===== src/logic/vbs_pkg.sv =====
// vbi slicer package: register map, fields, rates and bit counts
package vbs_pkg;

    // apb register byte offsets
    localparam logic [7:0] ADDR_CTRL      = 8'h00;  // enables, output mode, system, framing
    localparam logic [7:0] ADDR_LINE_CODE = 8'h04;  // sixteen 2-bit line codes
    localparam logic [7:0] ADDR_CAPTION   = 8'h08;  // caption bytes, read-only
    localparam logic [7:0] ADDR_STATUS    = 8'h0c;  // ready flag and detect bits

    // control register field positions
    localparam int CTRL_ODD_EN   = 0;
    localparam int CTRL_EVEN_EN  = 1;
    localparam int CTRL_RAW_SEL  = 2;
    localparam int CTRL_INS_SEL  = 3;
    localparam int CTRL_MIXED    = 4;
    localparam int CTRL_TT_LSB   = 5;   // two-bit teletext system field
    localparam int CTRL_FRAM_LSB = 8;   // eight-bit framing byte

    // reset values
    localparam logic [31:0] CTRL_RESET = 32'h0000_e400;  // framing byte 0xe4, all off
    localparam logic [31:0] LINE_RESET = 32'h0000_0000;

    // line codes
    localparam logic [1:0] CODE_NONE     = 2'h0;
    localparam logic [1:0] CODE_CAPTION  = 2'h1;
    localparam logic [1:0] CODE_TELETEXT = 2'h2;
    localparam logic [1:0] CODE_WSS_CGMS = 2'h3;

    // clock rate and data rates in hz
    localparam longint CLK_HZ      = 200000000;
    localparam longint RATE_TT_60  = 5727272;
    localparam longint RATE_TT_B50 = 6937500;
    localparam longint RATE_TT_A50 = 6203125;
    localparam longint RATE_TT_C50 = 5734375;
    localparam longint RATE_TT_D50 = 5645787;
    localparam longint RATE_CC     = 503500;
    localparam longint RATE_WSS    = 5000000;
    localparam longint RATE_CGMS   = 447443;

    // phase accumulator: step = rate * 2^24 / clock
    localparam int ACC_W = 24;
    function automatic logic [ACC_W-1:0] rate_step(input longint hz);
        longint s;
        s = (hz <<< ACC_W) / CLK_HZ;
        return s[ACC_W-1:0];
    endfunction : rate_step

    // bits per line
    localparam logic [8:0] BITS_TT_C60 = 9'd272;
    localparam logic [8:0] BITS_TT_B50 = 9'd344;
    localparam logic [8:0] BITS_TT_A50 = 9'd304;
    localparam logic [8:0] BITS_TT_B60 = 9'd280;
    localparam logic [8:0] BITS_TT_C50 = 9'd272;
    localparam logic [8:0] BITS_TT_D   = 9'd280;
    localparam logic [8:0] BITS_CC     = 9'd16;
    localparam logic [8:0] BITS_WSS    = 9'd84;
    localparam logic [8:0] BITS_CGMS   = 9'd20;

    // raw sample clamp limits
    localparam logic [7:0] RAW_MIN = 8'h01;
    localparam logic [7:0] RAW_MAX = 8'hfe;

    // video output source
    typedef enum logic [1:0] {VBS_OUT_VIDEO, VBS_OUT_RAW, VBS_OUT_SLICED} vbs_out_t;

    // slicer line state
    typedef enum logic [1:0] {VBS_IDLE, VBS_HUNT, VBS_DATA, VBS_DONE} vbs_state_t;

endpackage : vbs_pkg


===== src/logic/vbs_slicer.sv =====
// vbi slicer control: mode decode, bit slicer, output routing and apb registers
//
// Functional notes
// - four extraction paths: raw, burst, registers, pins
// - data-rate clock, threshold compare, burst on luma
// - sliced bytes readable through two registers
// - serial data pin plus bit-valid pin
// - format 1, fm 0, system 0: 272 bits
// - both detects 0, system 0: 344 bits
// - format 0, fm 1, system 0: 304 bits
// - system 1: 60 hz system b, 280 bits
// - system 2: 50 hz system c, 272 bits
// - system 3: system d, rate by field rate
// - code 1: caption, 16 bits always
// - code 3: wss on 50 hz, cgms on 60
// - separate odd and even field enables
// - serial pins run whenever processing enabled
// - code 0 lines carry no vbi output
// - register mode keeps last two bytes
// - insert mode puts sliced data in stream
// - raw mode puts adc samples in stream
// - mixed mode: code 3 lines output raw
// - sixteen 2-bit codes, ends cover two lines
// - programmable framing byte finds first teletext bit
// - raw samples clamped to 1..254
// - pollable flag for complete caption capture
`timescale 1ns/1ps
module vbs_slicer
    import vbs_pkg::*;
#(
    parameter int LINE_W = 4
) (
    // clock, reset, enable
    input  wire logic        ref_clk,
    input  wire logic        sys_rst,
    input  wire logic        clk_en,
    // apb slave
    input  wire logic        psel,
    input  wire logic        penable,
    input  wire logic        pwrite,
    input  wire logic [7:0]  paddr,
    input  wire logic [31:0] pwdata,
    output logic [31:0]      prdata,
    output logic             pready,
    output logic             pslverr,
    // video timing and detection from the decoder
    input  wire logic        line_start,
    input  wire logic [LINE_W-1:0] vbi_line_index,
    input  wire logic        in_vbi_range,
    input  wire logic        odd_field,
    input  wire logic        format_60hz_detect,
    input  wire logic        fm_colour_detect_bit,
    input  wire logic        active_window,
    // luma adc and slice threshold
    input  wire logic [7:0]  luma_sample,
    input  wire logic [7:0]  slice_threshold,
    input  wire logic [7:0]  video_in,
    // video output stream
    output logic [7:0]       video_out,
    output logic             vbi_active,
    // serial pins
    output logic             slice_serial_pin,
    output logic             slice_valid_pin
);
    import vbs_pkg::*;

    // configuration registers
    logic [31:0] ctrl;              // enables, mode, system, framing byte
    logic [31:0] line_codes;        // vbi_line_code_n fields
    logic [7:0]  caption_byte_one;  // older captured byte
    logic [7:0]  caption_byte_two;  // newest captured byte
    logic        caption_data_ready_flag;

    // decoded control fields
    logic       odd_field_vbi_enable;
    logic       even_field_vbi_enable;
    logic       raw_sample_select;
    logic       sliced_insert_select;
    logic       mixed_raw_sliced_enable;
    logic [1:0] teletext_system_select;
    logic [7:0] teletext_framing_byte;
    assign odd_field_vbi_enable    = ctrl[CTRL_ODD_EN];
    assign even_field_vbi_enable   = ctrl[CTRL_EVEN_EN];
    assign raw_sample_select       = ctrl[CTRL_RAW_SEL];
    assign sliced_insert_select    = ctrl[CTRL_INS_SEL];
    assign mixed_raw_sliced_enable = ctrl[CTRL_MIXED];
    assign teletext_system_select  = ctrl[CTRL_TT_LSB +: 2];
    assign teletext_framing_byte   = ctrl[CTRL_FRAM_LSB +: 8];

    // detect inputs pass two flops: they come from another domain
    logic [1:0] fmt_sync;
    logic [1:0] fm_sync;
    always_ff @(posedge ref_clk or posedge sys_rst) begin
        if (sys_rst) begin
            fmt_sync <= 2'h0;
            fm_sync  <= 2'h0;
        end else if (clk_en) begin
            fmt_sync <= {fmt_sync[0], format_60hz_detect};
            fm_sync  <= {fm_sync[0], fm_colour_detect_bit};
        end
    end
    logic is_60hz;
    logic is_fm;
    assign is_60hz = fmt_sync[1];
    assign is_fm   = fm_sync[1];

    // line code for the current line; outside the vbi range code 0 applies
    logic [1:0] vbi_line_code;
    assign vbi_line_code = in_vbi_range ? line_codes[2*vbi_line_index +: 2]
                                        : CODE_NONE;

    // field gate
    logic field_enabled;
    assign field_enabled = odd_field ? odd_field_vbi_enable
                                     : even_field_vbi_enable;

    // per-line mode decode: data rate step and bit count
    logic [ACC_W-1:0] next_step;
    logic [8:0]       next_bits;
    logic             next_teletext;
    always_comb begin
        next_step     = '0;
        next_bits     = '0;
        next_teletext = 1'b0;
        if (vbi_line_code == CODE_CAPTION) begin
            next_step = rate_step(RATE_CC);
            next_bits = BITS_CC;
        end else if (vbi_line_code == CODE_WSS_CGMS) begin
            if (is_60hz) begin
                next_step = rate_step(RATE_CGMS);
                next_bits = BITS_CGMS;
            end else begin
                next_step = rate_step(RATE_WSS);
                next_bits = BITS_WSS;
            end
        end else if (vbi_line_code == CODE_TELETEXT) begin
            next_teletext = 1'b1;
            case (teletext_system_select)
                2'h1: begin
                    next_step = rate_step(RATE_TT_60);
                    next_bits = BITS_TT_B60;
                end
                2'h2: begin
                    next_step = rate_step(RATE_TT_C50);
                    next_bits = BITS_TT_C50;
                end
                2'h3: begin
                    next_step = is_60hz ? rate_step(RATE_TT_60)
                                        : rate_step(RATE_TT_D50);
                    next_bits = BITS_TT_D;
                end
                default: begin
                    if (is_60hz) begin
                        next_step = rate_step(RATE_TT_60);
                        next_bits = BITS_TT_C60;
                    end else if (is_fm) begin
                        next_step = rate_step(RATE_TT_A50);
                        next_bits = BITS_TT_A50;
                    end else begin
                        next_step = rate_step(RATE_TT_B50);
                        next_bits = BITS_TT_B50;
                    end
                end
            endcase
        end
    end

    // latched line setup
    vbs_state_t       state;
    logic [ACC_W-1:0] step;
    logic [8:0]       bits_left;
    logic             line_teletext;
    logic [1:0]       line_code;
    logic [ACC_W-1:0] phase;
    logic [7:0]       hunt_shift;   // framing byte search window
    logic [7:0]       byte_shift;   // assembles bytes for the registers
    logic [2:0]       byte_bits;
    logic             bit_tick;
    logic             slice_bit;

    // data-rate clock: phase wrap marks one bit time
    assign bit_tick  = (phase + step) < phase;
    assign slice_bit = luma_sample > slice_threshold;

    // slicer line sequencer
    always_ff @(posedge ref_clk or posedge sys_rst) begin
        if (sys_rst) begin
            state         <= VBS_IDLE;
            step          <= '0;
            bits_left     <= '0;
            line_teletext <= 1'b0;
            line_code     <= CODE_NONE;
            phase         <= '0;
            hunt_shift    <= 8'h00;
        end else if (clk_en) begin
            if (line_start) begin
                // code 0 or a disabled field leaves the slicer idle
                line_code     <= field_enabled ? vbi_line_code : CODE_NONE;
                step          <= next_step;
                bits_left     <= next_bits;
                line_teletext <= next_teletext;
                phase         <= '0;
                hunt_shift    <= 8'h00;
                if (field_enabled && vbi_line_code != CODE_NONE) begin
                    state <= next_teletext ? VBS_HUNT : VBS_DATA;
                end else begin
                    state <= VBS_IDLE;
                end
            end else begin
                phase <= phase + step;
                case (state)
                    VBS_HUNT: begin
                        // slide until the framing byte is seen
                        if (bit_tick) begin
                            hunt_shift <= {hunt_shift[6:0], slice_bit};
                            if ({hunt_shift[6:0], slice_bit} == teletext_framing_byte) begin
                                state <= VBS_DATA;
                            end
                        end
                    end
                    VBS_DATA: begin
                        if (bit_tick) begin
                            bits_left <= bits_left - 9'd1;
                            if (bits_left == 9'd1) begin
                                state <= VBS_DONE;
                            end
                        end
                    end
                    default: begin
                        state <= state;
                    end
                endcase
            end
        end
    end

    // a data bit is valid when the rate clock ticks in the data phase
    logic data_bit;
    assign data_bit = (state == VBS_DATA) && bit_tick && !line_start;

    // serial pins run whenever a line is being sliced, regardless of mode
    always_ff @(posedge ref_clk or posedge sys_rst) begin
        if (sys_rst) begin
            slice_serial_pin <= 1'b0;
            slice_valid_pin  <= 1'b0;
        end else if (clk_en) begin
            slice_valid_pin  <= data_bit;
            if (data_bit) begin
                slice_serial_pin <= slice_bit;
            end
        end
    end

    // byte assembly and caption capture; only the newest pair is kept
    logic register_mode;
    logic caption_read;
    logic byte_done;
    assign register_mode = !raw_sample_select && !sliced_insert_select;
    assign byte_done     = data_bit && byte_bits == 3'h7;
    always_ff @(posedge ref_clk or posedge sys_rst) begin
        if (sys_rst) begin
            byte_shift       <= 8'h00;
            byte_bits        <= 3'h0;
            caption_byte_one <= 8'h00;
            caption_byte_two <= 8'h00;
        end else if (clk_en) begin
            if (line_start) begin
                byte_bits <= 3'h0;
            end else if (data_bit) begin
                // caption data is sent lsb first
                byte_shift <= {slice_bit, byte_shift[7:1]};
                byte_bits  <= byte_bits + 3'h1;
                if (byte_done && register_mode) begin
                    caption_byte_one <= caption_byte_two;
                    caption_byte_two <= {slice_bit, byte_shift[7:1]};
                end
            end
        end
    end

    // ready flag: set on a completed caption pair, cleared by reading it
    logic pair_done;
    assign pair_done = byte_done && register_mode && line_code == CODE_CAPTION
                       && bits_left == 9'd1;
    always_ff @(posedge ref_clk or posedge sys_rst) begin
        if (sys_rst) begin
            caption_data_ready_flag <= 1'b0;
        end else if (clk_en) begin
            // a new pair arriving with the read wins over the clear
            if (pair_done) begin
                caption_data_ready_flag <= 1'b1;
            end else if (caption_read) begin
                caption_data_ready_flag <= 1'b0;
            end
        end
    end

    // output routing: sliced insert, raw samples, or normal video
    vbs_out_t   out_sel;
    logic [7:0] raw_clamped;
    logic       line_on;
    assign line_on = state != VBS_IDLE && line_code != CODE_NONE
                     && active_window;
    assign raw_clamped = (luma_sample < RAW_MIN) ? RAW_MIN :
                         (luma_sample > RAW_MAX) ? RAW_MAX : luma_sample;
    always_comb begin
        out_sel = VBS_OUT_VIDEO;
        // raw and insert both set is invalid; raw wins
        if (line_on && raw_sample_select) begin
            out_sel = VBS_OUT_RAW;
        end else if (line_on && sliced_insert_select) begin
            if (mixed_raw_sliced_enable && line_code == CODE_WSS_CGMS) begin
                out_sel = VBS_OUT_RAW;
            end else begin
                out_sel = VBS_OUT_SLICED;
            end
        end
    end

    // registered video output; sliced bits burst as the raw clamp limits 0xfe and 0x01
    always_ff @(posedge ref_clk or posedge sys_rst) begin
        if (sys_rst) begin
            video_out  <= 8'h00;
            vbi_active <= 1'b0;
        end else if (clk_en) begin
            vbi_active <= out_sel != VBS_OUT_VIDEO;
            case (out_sel)
                VBS_OUT_RAW:    video_out <= raw_clamped;
                VBS_OUT_SLICED: video_out <= slice_bit ? RAW_MAX : RAW_MIN;
                default:        video_out <= video_in;
            endcase
        end
    end

    // apb slave: one wait state, unmapped offsets answer with an error
    logic apb_access;
    assign apb_access   = psel && penable && !pready;
    assign caption_read = apb_access && !pwrite && paddr == ADDR_CAPTION;
    always_ff @(posedge ref_clk or posedge sys_rst) begin
        if (sys_rst) begin
            ctrl       <= CTRL_RESET;
            line_codes <= LINE_RESET;
            prdata     <= 32'h0000_0000;
            pready     <= 1'b0;
            pslverr    <= 1'b0;
        end else if (clk_en) begin
            pready  <= apb_access;
            pslverr <= 1'b0;
            if (apb_access) begin
                prdata <= 32'h0000_0000;
                if (paddr == ADDR_CTRL) begin
                    if (pwrite) ctrl <= {16'h0000, pwdata[15:0]};
                    else        prdata <= ctrl;
                end else if (paddr == ADDR_LINE_CODE) begin
                    if (pwrite) line_codes <= pwdata;
                    else        prdata <= line_codes;
                end else if (paddr == ADDR_CAPTION) begin
                    prdata <= {16'h0000, caption_byte_two,
                               caption_byte_one};
                end else if (paddr == ADDR_STATUS) begin
                    prdata <= {29'h0, is_fm, is_60hz, caption_data_ready_flag};
                end else begin
                    pslverr <= 1'b1;
                end
            end
        end
    end

endmodule : vbs_slicer


===== config.mk =====
export PLATFORM = sky130hd
export DESIGN_NAME = vbs_slicer
export DESIGN_NICKNAME = d
export VERILOG_FILES = /design/src/logic/vbs_pkg.sv /design/src/logic/vbs_slicer.sv
export SDC_FILE = /design/constraint.sdc
export NUM_CORES = 1
export LEC_CHECK = 0
export BUFFER_PORTS_ARGS = -buffer_cell sky130_fd_sc_hd__buf_2
export CORE_UTILIZATION = 52
export CTS_CLUSTER_SIZE = 40
export DETAILED_ROUTE_END_ITERATION = 16
export HOLD_SLACK_MARGIN = 0.12
export MAX_ROUTING_LAYER = met4
export PLACE_DENSITY_LB_ADDON = 0.12
export SETUP_SLACK_MARGIN = 0.5
export SKIP_CTS_REPAIR_TIMING = 1
export SKIP_LAST_GASP = 1
export SLEW_MARGIN = 20
export SYNTH_ARGS = -nofsm -noshare
export SYNTH_HDL_FRONTEND = slang
export SYNTH_SLANG_ARGS = --single-unit

===== constraint.sdc =====
create_clock -name ref_clk -period 8.8 [get_ports ref_clk]
set_input_delay 2.64 -clock ref_clk [delete_from_list [all_inputs] [get_ports ref_clk]]
set_output_delay 2.64 -clock ref_clk [all_outputs]
set_load 0.02 [all_outputs]

; ---- After elaboration in Yosys (flattened, before gate mapping)
; Index checks and enable logic that the tools add are counted.
; W data, S select, Z words.
[totals]
out_inout_bits = 45
input_bits = 80
regBits = 193
wordCells = 158
[classes]
reduce_logical = 46
mux = 58
n_bitwise = 2
n_addsub = 3
shifts = 1
order_cmp = 4
eq_ne = 22
[op_table]
columns = cell, n
row1 = $mux W32, 3
row2 = $mux W24, 3
row3 = $mux W20, 3
row4 = $pmux W20 S3, 1
row5 = $mux W9, 6
row6 = $mux W7, 6
row7 = $mux W16, 2
row8 = $shiftx A32 B6 Y2, 1
row9 = $add A24 B24 Y24, 1
row10 = $lt A24 B24 Y1, 1
row11 = $mux W2, 12
row12 = $mux W8, 3
row13 = $mux W19, 1
row14 = $reduce_bool A2 Y1, 9
row15 = $logic_and A1 B1 Y1, 17
row16 = $eq A8 B4 Y1 const B, 2
row17 = $pmux W8 S2, 1
row18 = $mux W15, 1
row19 = $eq A2 B2 Y1 const B, 7
row20 = $pmux W7 S2, 1
row21 = $mux W1, 11
row22 = $eq A2 B1 Y1 const B, 5
row23 = $reduce_and A2 Y1, 5
row24 = $eq A9 B1 Y1 const B, 1
row25 = 21 further kinds, 33

; ---- Depth between registers and ports, before layout
; Gate-level depths: netlist of run 1.
[depth]
word_depth = 10
mapped_depth = 21
mapped_depth_nobuf = 19

; ---- Worst setup path before layout of run 1
; No wires, ideal clock.
[synth_path]
kind = input-to-reg
start = input vbi_line_index[1]
end = register step[7]
required_ns = 8.661
n_path_buf = 2
setup_ns = 0.139
setup_slack_ns = 3.890
arrival_ns = 4.771
path_stages = 8
cell_sequence = clkbuf_1 -> mux4_2 -> mux4_2 -> nand2_1 -> nor2b_1 -> clkbuf_1 -> a31oi_1 -> a21oi_1
[synth_via]
elab_chain_len = 6
elab_cells_between_ends = 8
classes_between = eq/ne (3) / shift (1) / mux (4)
[synth_rtl]
columns = item, line_no
row1 = "start, declared", vbs_slicer.sv:48  ; input wire logic [LINE_W-1:0] vbi_line_index,
row2 = $shiftx A32 B6 Y2 (*), vbs_slicer.sv:109  ; assign vbi_line_code = in_vbi_range ? line_codes[2*vbi_line_index +: 2]
row3 = $mux W2 (*), vbs_slicer.sv:109
row4 = $eq A2 B2 Y1, vbs_slicer.sv:136  ; end else if (vbi_line_code == CODE_TELETEXT) begin
row5 = $mux W20, vbs_slicer.sv:136
row6 = $mux W24, vbs_slicer.sv:128  ; end else if (vbi_line_code == CODE_WSS_CGMS) begin
row7 = $mux W24 (*), vbs_slicer.sv:125  ; if (vbi_line_code == CODE_CAPTION) begin
row8 = "end signal, assigned", vbs_slicer.sv:199  ; step <= next_step;
row9 = "end, declared", vbs_slicer.sv:170  ; logic [ACC_W-1:0] step;
; Mark *: on every way between the ends. The rest lies on a longest branch, timed or not.
; A chain may end at the register's enable or synchronous reset.

; ---- Final worst setup path of run 1
[layout_path]
start = register step[0]
end = register caption_byte_one[0]
[layout_via]
elab_chain_len = 7
[layout_rtl]
columns = item, line_no
row1 = $add A24 B24 Y24 (*), vbs_slicer.sv:182  ; assign bit_tick = (phase + step) < phase;
row2 = $lt A24 B24 Y1 (*), vbs_slicer.sv:182
row3 = $logic_and A1 B1 Y1 (*) (2 in a row), vbs_slicer.sv:239  ; assign data_bit = (state == VBS_DATA) && bit_tick && !line_start;
row4 = $logic_and A1 B1 Y1, vbs_slicer.sv:259  ; assign byte_done = data_bit && byte_bits == 3'h7;
row5 = $logic_and A1 B1 Y1, vbs_slicer.sv:273  ; if (byte_done && register_mode) begin
row6 = $reduce_and A4 Y1 (no line) (*), n/a
row7 = "end signal, assigned", vbs_slicer.sv:274  ; caption_byte_one <= caption_byte_two;
row8 = "end, declared", vbs_slicer.sv:70  ; logic [7:0] caption_byte_one;
; Marks and branches as above.

==> results of run 1 <==
[worst register-to-register path, delay by kind of cell, from the launching register on]
kind,cells,cell delay (ns)
xor gates and xnor gates,1,0.15
AOI/OAI and AO/OA,9,2.43
DFF,1,0.39
muxes,1,0.36
adders and majority gates,3,1.00
and+or+nand+nor,2,0.89
[cell families (layout without fill, tap and decap cells)]
kind of cell | count (synthesis) | in the layout | synth area share
adder cells (fa/ha/maj) | 56 | 56 | 0.0691
AND/OR/NAND/NOR | 233 | 233 | 0.110
flip-flops | 187 | 187 | 0.457
XOR/XNOR | 27 | 27 | 0.0231
multiplexers | 109 | 109 | 0.131
AO/OA/AOI/OAI | 247 | 247 | 0.165
buffers and inverters | 114 | 230 | 0.0441
[synth_stat cells, drive strengths merged (3+ instances only)]
master / count / area, um^2
a211oi: 5 / 37.5
o21ai: 63 / 315
a31oi: 9 / 56.3
clkbuf: 41 / 154
nor2b: 8 / 50.1
nand3: 16 / 80.1
o311ai: 4 / 52.6
nor2: 62 / 233
nand3b: 3 / 22.5
nand2b: 19 / 119
and3: 7 / 43.8
or2: 4 / 25.0
mux4: 9 / 203
dfrtp: 183 / 4580
dfstp: 4 / 105
nand2: 67 / 251
xnor2: 20 / 175
mux2i: 16 / 164
o22ai: 22 / 138
o21a: 6 / 45.0
o211ai: 11 / 96.3
o21bai: 8 / 60.1
or4: 5 / 37.5
nor3b: 4 / 30.0
a22o: 19 / 166
ha: 55 / 688
a21o: 11 / 82.6
buf: 6 / 46.3
inv: 67 / 251
nor4: 8 / 50.1
a22oi: 8 / 60.1
nor3: 10 / 50.1
mux2: 84 / 980
nand4: 11 / 68.8
a21oi: 46 / 234
a221o: 8 / 80.1
o2111ai: 4 / 41.3
and2: 6 / 37.5
o31ai: 6 / 45.0
xor2: 7 / 61.3
[registers in the layout, summed over array words and instances (netlist names), 2 cells and up]
signal            cells
fmt_sync              2
byte_bits             3
fm_sync               2
byte_shift            7
ctrl                 16
step                 19
state                 2
phase                24
bits_left             9
hunt_shift            7
caption_byte_two      8
video_out             8
line_code             2
prdata               32
line_codes           32
caption_byte_one      8
[per-stage QoR]
step | std cells | setup slack (ns)
6_report | 1349 | 3.47
5_1_grt | 1349 | 3.13
4_1_cts | 1349 | 3.51
3_5_place_dp | 1317 | 3.49
3_3_place_gp | 1317 | 3.53
2_1_floorplan | 973 | 1.08
[where the power goes]
part	leakage (nW)	internal [W]	switching [W]	total (W)
logic	2.88	0.000217	0.000293	0.000510
clock network	0.315	0.000442	0.000391	0.000833
registers	2.52	0.000930	0.0000735	0.00100
[final cells by class]
type                    instances  area share
well taps                     260      0.0277
inverters                      67      0.0221
clock buffers                  17      0.0363
flip-flops and latches        187       0.399
clock inverters                15      0.0193
multi-input cells             672       0.437
repair buffers                131      0.0577
[routing by layer]
| metal | vias to the layer above | wire length, um | share of wire | GRT usage |
|---|---|---|---|---|
| met1 | 3751 | 11000 | 0.46 | 0.346 |
| met3 | 30 | 916 | 0.038 | 0.0380 |
| met4 | 0 | 590 | 0.024 | 0.0855 |
| met5 | - | 0 | 0 | - |
| li1 | 3724 | - | - | - |
| met2 | 189 | 11600 | 0.48 | 0.423 |
[path summary, 6_finish.rpt]
kind | from | cells after the start | end
max | step[0] | 16 | caption_byte_one[0]
min | prdata[12] | 2 | prdata[12]
max reg2reg | step[0] | 16 | caption_byte_one[0]
min reg2reg | prdata[12] | 2 | prdata[12]
max in group asynchronous | sys_rst | 3 | phase[8]
min in group asynchronous | sys_rst | 2 | line_codes[18]
==> impl_results.md, run 1 <==
* Status: complete, no violations
* Gr usage total at 0.264
* First drt pass iteration count at 5
* Routed wire per std cell at about 18 um
* Port bufs at around 120
* Starting Density at 0.539
* Cell family with most CP delay: compound AO/OA/AOI/OAI gates
* Setup_tns at 0 ns
* CP max FO at 17
* Syn nets at between 1,000 and 1,500
* Setup violators final at 0
* GPL Wtd Cong at between 0.9 and 1
* Worst Tran Pin Value at 1.09 ns
* Worst skew pair latency at ~0.44 ns
* Synth cell types at 68
* MaxCap Viol Count at 0
* Leakage at approximately 5.7 nW
* Die height at 142 um
* Fin area at ~12,000 um^2
* Register area at approximately 4700 um^2
* Full die area at approximately 20,000 um^2
* Maximum clock path buffer count at 2
* GR Overflow Total at 0
* Number of buffers created by CTS at 17
* Post-layout util at 0.617
* DR vias/cell at 5.70
* Hold Crit Class: reg -> reg
* Layout area overhead at 14.5%
* Arrival @ worst endpoint at around 5.7 ns
* Cells along the critical path: ha_1 -> fa_1 -> a21o_1 -> a21oi_1 -> o21ai_0 -> a31oi_1 -> o211ai_1 -> a2111oi_0 -> nor3_1 -> ha_1 -> xor2_1 -> o22a_1 -> a21oi_2 -> o211ai_4 -> or4b_4 -> mux2_4
* Share of cells above drive strength 1 at 0.257
* Yosys warning total at 0
* Total power at between 0.002 and 0.0025 W
* CTS tree: done
* Skew final at around 0.018 ns
* Hpwl dp at around 17,000 um
* Fillers at between 1,500 and 2,000
* Initial antenna violation count at 0
* Cell repeated most along the worst path: ha_1
* Highest-count cells in the layout ignoring fill and taps: 183 x dfrtp_1, 124 x buf_2, 75 x mux2_2, 67 x nand2_1, 66 x inv_1
* Critical Path RT at 9.12 ns
* Final wirelength at roughly 24,000 um
* DR DRC count at 0
* Yosys reg bits at around 190
* DRT iter0 DRCs at 496
* Multi-input gate area at between 5000 and 6000 um^2
* Cells after Synth at slightly below 1,000
* Max stage delay cell, worst path: or4b_4
* Primary FF master, synth: dfrtp_1
* Largest stage delay, worst path at between 0.7 and 0.8 ns
* First-pass GRT wire length at 40,100 um
* Max Clock Freq at 187 MHz
* Core Box Area at between 15,000 and 20,000 um^2
* Commonest non-fill, non-tap cell in the layout: dfrtp_1
* Number of global-route vias before repair at ~7,600
* Slew headroom at 0.276
* Syn Area/Cell at ~11 um^2
* WS Path Type: reg -> reg
* RSZ-0062 raised after global routing: false
* Die Span X at 142 um
* Tcrit/Tclk final at 0.606
* Clock sinks at around 190
* Synthesized area at roughly 10,000 um^2
* Nets@finish at 1,212
* Antenna-violating nets left at 0
* Slew Viols, Final at 0
* Buffers & Inverters on Critical Path at 0
* Startpoint types: flip-flop
* H-tree Lvls at 4
* Vias at slightly below 8,000
* Period minus WS final at 5.33 ns
* Worst setup EP type: flip-flop
* Worst-path clk slew at 0.08 ns
* Sequential share of the synthesized area at 0.457
* Post-synth EDFFs at 0
* Max IR drop VDD at between 100 and 150 uV
* Hold WS at around 0.49 ns
* Root buffer cell: clkbuf_16
* Largest net degree at the start of global routing at 108
* I/O pin cnt at roughly 130
* Placement Cell Area at between 10,000 and 15,000 um^2
* N_diodes at 0
* Final-report hold violation count at 0
* Async SR Flop Fraction at 1.00
* Reg-to-reg slack, setup at roughly 3.5 ns
* Site Rows at 50
* Power Density at between 200 and 250 nW/um^2
No activity file was read; power rests on OpenSTA's default activity.
==> inputs of run 2 (changes only) <==
Clock period 8.8 ns to 5.3 ns, I/O delays scaled along.
==> run 2 against run 1 <==
  * Core utilization is 0.68 points higher
  * Critical path depth is 4 higher
  * Largest cell class unchanged
  * Via count is 0.91% higher
  * Power is 65% higher
  * Sequential power is 66% higher
  * Critical endpoint is now caption_byte_two[6]
  * Combinational power is 74% higher
  * Setup slack worse by 2.7 ns
==> impl_results.md, run 2 (synthesis results as in run 1) <==
* Sequential share of power at 0.430 (+0.002)
* Setup_tns at 0 ns (unchanged)
* H-tree Lvls at 4 (unchanged)
* RSZ-0062 raised after global routing: false
* I/O pin cnt at 125 (unchanged)
* Starting Density at 0.539 (unchanged)
* Hpwl dp at 17,800 um (+2.5%)
* CP startpoint: step[0]
* Comb power frac at 0.229 (+0.012)
* DR DRC count at 0 (unchanged)
* Worst skew pair latency at 0.44 ns (about the same)
* Clock sinks at 187 (unchanged)
* Cells along the critical path: ha_1 -> fa_2 -> a21o_1 -> a21oi_4 -> o21ai_2 -> a31oi_4 -> o211ai_1 -> a21oi_2 -> xor2_1 -> inv_1 -> ha_1 -> nand2_1 -> o21ai_1 -> nor2_1 -> o2111ai_1 -> a21oi_2 -> buf_4 -> o211ai_4 -> or4b_4 -> mux2_4
* MaxCap Viol Count at 0 (unchanged)
* Number of buffers created by CTS at 17 (unchanged)
* Status: complete, no violations
* Worst-path clk slew at 0.08 ns (about the same)
* Initial antenna violation count at 0 (unchanged)
* Setup violators final at 0 (unchanged)
* Full die area at 20,300 um^2 (unchanged)
* Slew Viols, Final at 0 (unchanged)
* Hold path depth at 2 (unchanged)
* GPL Wtd Cong at 0.968 (+0.30%)
* Worst Tran Pin Value at 1.04 ns (-0.0429 ns)
* Cell family with most CP delay: compound AO/OA/AOI/OAI gates
* Commonest non-fill, non-tap cell in the layout: dfrtp_1
* Terminus of the critical flop-to-flop path: caption_byte_two[6]
* Number of global-route vias before repair at 7,941 (+4.5%)
* Hold Crit Class: reg -> reg
* Switching power at 0.00129 W (+70%)
* Switching Share at 0.334 (+0.0110)
* Arrival @ worst endpoint at 4.90 ns (-0.76 ns)
* N_diodes at 0 (unchanged)
* Final wirelength at 24,900 um (+2.8%)
* Share of cells above drive strength 1 at 0.274 (+0.0172)
* Root buffer cell: clkbuf_16
* Max Clock Freq at 219 MHz (+17%)
* Routed wire per std cell at 18.3 um (+1.9%)
* CP max FO at 8 (-9)
* Site Rows at 50 (unchanged)
* Startpoint types: flip-flop
* Core Box Area at 19,000 um^2 (unchanged)
* Power Density at 326 nW/um^2 (+63%)
* Highest-count cells in the layout ignoring fill and taps: 183 x dfrtp_1, 124 x buf_2, 75 x mux2_2, 67 x nand2_1, 66 x inv_1
* First-pass GRT wire length at 41,100 um (+2.4%)
* Buffers & Inverters on Critical Path at 2 (+2)
* Die height at 142 um (unchanged)
* Max IR drop VDD at 195 uV (+40%)
* Int Pwr at 0.00258 W (+62%)
* Die Span X at 142 um (unchanged)
* Reg-to-reg slack, setup at 0.73 ns (-2.74 ns)
* Placed cells at 1,323 (+0.46%)
* Antenna-violating nets left at 0 (unchanged)
* Port bufs at 124 (unchanged)
* DR vias/cell at 5.70 (about the same)
* Layout area overhead at 15.8%
* Final-report hold violation count at 0 (unchanged)
* RR Startpoint: step[0]
* Crit path setup slack, layout at 0.726 ns (-2.74 ns)
* Critical Path RT at 5.63 ns (-3.49 ns)
* Beginning of the worst hold path: prdata[13]
* WS Path Type: reg -> reg
* Tcrit/Tclk final at 0.863 (+0.257)
* Leakage at 5.75 nW (+0.66%)
* Max stage delay cell, worst path: or4b_4
* Period minus WS final at 4.57 ns (-0.760 ns)
* WHS Endpoint: prdata[13]
* Nets@finish at 1,224 (+0.99%)
* Post-Layout Cell Count at 1,361 (+0.89%)
* Slew headroom at 0.303 (+0.0272)
* Vias at 7,764 (+0.91%)
* Largest net degree at the start of global routing at 86 (-20%)
* Skew final at 0.0145 ns (-0.00396 ns)
* DRT iter0 DRCs at 501 (+1.0%)
* Worst r2r path cells at 20 (+4)
* DP Worst Slack at 0.266 ns (-3.22 ns)
* GR Overflow Total at 0 (unchanged)
* Worst setup EP type: flip-flop
* Registers with the most flip-flops: line_codes: 32 flops, prdata: 32 flops, phase: 24 flops
* Largest stage delay, worst path at 0.67 ns (-0.09 ns)
* First drt pass iteration count at 5 (unchanged)
* Maximum clock path buffer count at 2 (unchanged)
* CTS tree: done
* Clock power share at 0.341 (-0.014)
* Gr usage total at 0.272 (+0.00765)
-- run 2: cell types whose count changed in the layout (fill, tap and decap cells not counted), sizes merged --
cell	change
clkinvlp	+2
clkinv	-1
or4b	+2
inv	+1
buf	+10
bufinv	-2
-- run 2: layer usage --
metal / share of wire / GRT usage / vias to the layer above
met1: 0.46 / 0.348 / 3810
met5: 0 / - / -
li1: - / - / 3762
met3: 0.032 / 0.0427 / 34
met2: 0.49 / 0.441 / 158
met4: 0.022 / 0.0900 / 0
-- run 2: how the worst max path moves through the flow --
stage,depth (start not counted),to,slack [ns]
floorplan,18,caption_byte_one[0],0.69
global placement,16,caption_byte_one[7],0.36
detailed placement,16,caption_byte_two[3],0.27
CTS,16,caption_byte_two[0],0.23
global route,20,caption_byte_two[7],0.47
finish,20,caption_byte_two[6],0.73
-- run 2: cell type report --
class / instances / area [um^2]
clock inverters: 15 / 195
fillers: 1637 / 7160
well taps: 260 / 325
flip-flops and latches: 187 / 4680
inverters: 67 / 255
clock buffers: 17 / 425
repair buffers: 141 / 761
multi-input cells: 674 / 5210
-- run 2: through the flow --
stage,power [W],instance area (um^2),util,hold slack [ns]
2_1_floorplan,0.00229,10200,-,0.455
3_3_place_gp,0.00252,11100,0.585,0.461
3_5_place_dp,0.00254,11100,0.585,0.466
4_1_cts,0.00386,11700,0.617,0.490
5_1_grt,0.00409,11900,0.624,0.521
6_report,0.00387,11900,0.624,0.483
-- run 2: worst register-to-register path: stages, from the launching register on --
cell and delay (ns):
dfrtp_1 0.39, ha_1 0.25, fa_2 0.37, a21o_1 0.19
a21oi_4 0.16, o21ai_2 0.12, a31oi_4 0.24, o211ai_1 0.18
a21oi_2 0.20, xor2_1 0.20, inv_1 0.06, ha_1 0.29
nand2_1 0.06, o21ai_1 0.07, nor2_1 0.11, o2111ai_1 0.13
a21oi_2 0.16, buf_4 0.16, o211ai_4 0.12, or4b_4 0.67
mux2_4 0.33
-- run 2: power groups by stage --
stage / sequential (W) / combinational (W) / clock (W)
finish: 0.00166 / 0.000885 / 0.00132
global route: 0.00168 / 0.00100 / 0.00140
CTS: 0.00166 / 0.000855 / 0.00134
detailed placement: 0.00169 / 0.000850 / 0
global placement: 0.00168 / 0.000840 / 0
floorplan: 0.00167 / 0.000622 / 0
==> inputs of run 3 (changes only) <==
==> constraint.sdc (replaced) <==
create_clock -name ref_clk -period 5.3 [get_ports ref_clk]
set_input_delay 0.795 -clock ref_clk [delete_from_list [all_inputs] [get_ports ref_clk]]
set_output_delay 0.795 -clock ref_clk [all_outputs]
set_load 0.02 [all_outputs]
==> run 3 against run 2 <==
  * Hold slack worse by 0.0054 ns
  * Critical path depth down 2
  * Sequential cell count unchanged
  * Power about the same
  * Critical path type unchanged
  * Sequential share of layout area about the same
  * Routed wire length down 2.3%
  * Register-to-register slack worse by 0.04 ns
  * Global-route usage down 0.93 points
  * Design area about the same
==> impl_results.md, run 3 (synthesis results as in run 1) <==
* Root buffer cell: clkbuf_16
* Clock sinks at 187 (unchanged)
* Status: complete, no violations
* Layout area overhead at 15.7% (about the same)
* Hold WS at 0.477 ns (-0.00541 ns)
* Number of buffers created by CTS at 17 (unchanged)
* GR Overflow Total at 0 (unchanged)
* Maximum clock path buffer count at 2 (unchanged)
* RR Startpoint: step[1]
* N_diodes at 0 (unchanged)
* Routed wire per std cell at 17.9 um (-2.2%)
* Registers with the most flip-flops: line_codes: 32 flops, prdata: 32 flops, phase: 24 flops
* Commonest non-fill, non-tap cell in the layout: dfrtp_1
* Arrival @ worst endpoint at 4.94 ns (+0.04 ns)
* Die Span X at 142 um (unchanged)
* Multi-input gate area at 5220 um^2 (about the same)
* CTS tree: done
* Worst skew pair latency at 0.44 ns (about the same)
* First-pass GRT wire length at 40,200 um (-2.1%)
* Core Box Area at 19,000 um^2 (unchanged)
* Worst-path clk slew at 0.08 ns (about the same)
* Max Clock Freq at 216 MHz (-0.96%)
* Critical Path RT at 5.62 ns (about the same)
* Slew Viols, Final at 0 (unchanged)
* Setup_tns at 0 ns (unchanged)
* Fillers at 1,607 (-1.8%)
* Register area at 4680 um^2 (unchanged)
* Share of cells above drive strength 1 at 0.270 (-0.00405)
* CP startpoint: step[1]
* Initial antenna violation count at 0 (unchanged)
* Slew headroom at 0.230 (-0.0739)
* Final-report hold violation count at 0 (unchanged)
* Die height at 142 um (unchanged)
* Site Rows at 50 (unchanged)
* Starting Density at 0.539 (unchanged)
* Post-layout util at 0.623 (about the same)
* Vias at 7,761 (-0.039%)
* DP Worst Slack at 0.274 ns (+0.00779 ns)
* Highest-count cells in the layout ignoring fill and taps: 183 x dfrtp_1, 124 x buf_2, 75 x mux2_2, 67 x nand2_1, 66 x inv_1
* Worst setup EP type: flip-flop
* DR DRC count at 0 (unchanged)
* GPL Wtd Cong at 0.856 (-11%)
* DRT iter0 DRCs at 448 (-11%)
* Power Density at 326 nW/um^2 (about the same)
* H-tree Lvls at 4 (unchanged)
* Crit path setup slack, layout at 0.681 ns (-0.0445 ns)
* Port bufs at 124 (unchanged)
* CP max FO at 5 (-3)
* Max IR drop VDD at 205 uV (+4.8%)
* Number of global-route vias before repair at 7,879 (-0.78%)
* Skew final at 0.0138 ns (-0.000753 ns)
* Worst Tran Pin Value at 1.16 ns (+0.113 ns)
* Leakage at 5.74 nW (-0.13%)
* Nets@finish at 1,222 (-0.16%)
* MaxCap Viol Count at 0 (unchanged)
* Startpoint types: flip-flop
* Setup violators final at 0 (unchanged)
* DR vias/cell at 5.71 (+0.11%)
* WS Path Type: reg -> reg
* Hold Crit Class: reg -> reg
* Gr usage total at 0.262 (-0.00934)
* Beginning of the worst hold path: slice_serial_pin
* Final wirelength at 24,300 um (-2.3%)
* First drt pass iteration count at 7 (+2)
* Period minus WS final at 4.62 ns (+0.0445 ns)
* I/O pin cnt at 125 (unchanged)
* Full die area at 20,300 um^2 (unchanged)
* RSZ-0062 raised after global routing: false
* Antenna-violating nets left at 0 (unchanged)
* Tcrit/Tclk final at 0.872 (+0.00839)
* Largest net degree at the start of global routing at 188 (+120%)
* Hpwl dp at 17,000 um (-4.8%)
## run 3: final timing paths
| path | end | slack (ns) | cells after the start |
|---|---|---|---|
| worst max-delay path | caption_byte_two[4] | 0.68 | 18 |
| worst min-delay path | slice_serial_pin | 0.48 | 2 |
| worst max register to register | caption_byte_two[4] | 0.68 | 18 |
| worst min register to register | slice_serial_pin | 0.48 | 2 |
| max in group asynchronous | line_codes[5] | 3.82 | 3 |
| min in group asynchronous | phase[3] | 0.51 | 3 |
## run 3: layer usage
metal,global-route usage,vias up,routed length (um)
met3,0.0451,46,849
met5,-,-,0
li1,-,3759,-
met1,0.334,3806,11100
met2,0.425,150,11700
met4,0.0877,0,627
## run 3: layout make-up
type,count,area share
clock buffers,17,0.0359
clock inverters,15,0.0166
inverters,67,0.0215
flip-flops and latches,187,0.395
repair buffers,139,0.0635
multi-input cells,674,0.440
well taps,260,0.0274
## run 3: stage by stage
stage               instances  power (W)  area, um^2
global placement         1321    0.00251       11100
CTS                      1353    0.00384       11700
global route             1359    0.00408       11900
floorplan                 973    0.00229       10200
finish                   1359    0.00386       11900
detailed placement       1321    0.00252       11100
## run 3: worst max-delay path: stages (launching register included)
cell and delay (ns):
dfrtp_1 0.43, ha_1 0.35, a211oi_2 0.25, o21ai_1 0.19
nand4_1 0.16, nand3b_1 0.18, a21o_1 0.22, a21o_1 0.18
xnor2_1 0.21, inv_1 0.07, ha_1 0.30, nand4_1 0.17
nor3_1 0.08, o221ai_1 0.12, o2111ai_2 0.22, a21oi_4 0.26
o211ai_4 0.14, or4b_4 0.66, mux2_4 0.33
## run 3: power breakdown
group	total [W]	internal, W	switching [W]
combinational	0.000876	0.000385	0.000491
sequential	0.00167	0.00154	0.000121
clock	0.00132	0.000683	0.000640
total	0.00386	0.00261	0.00125
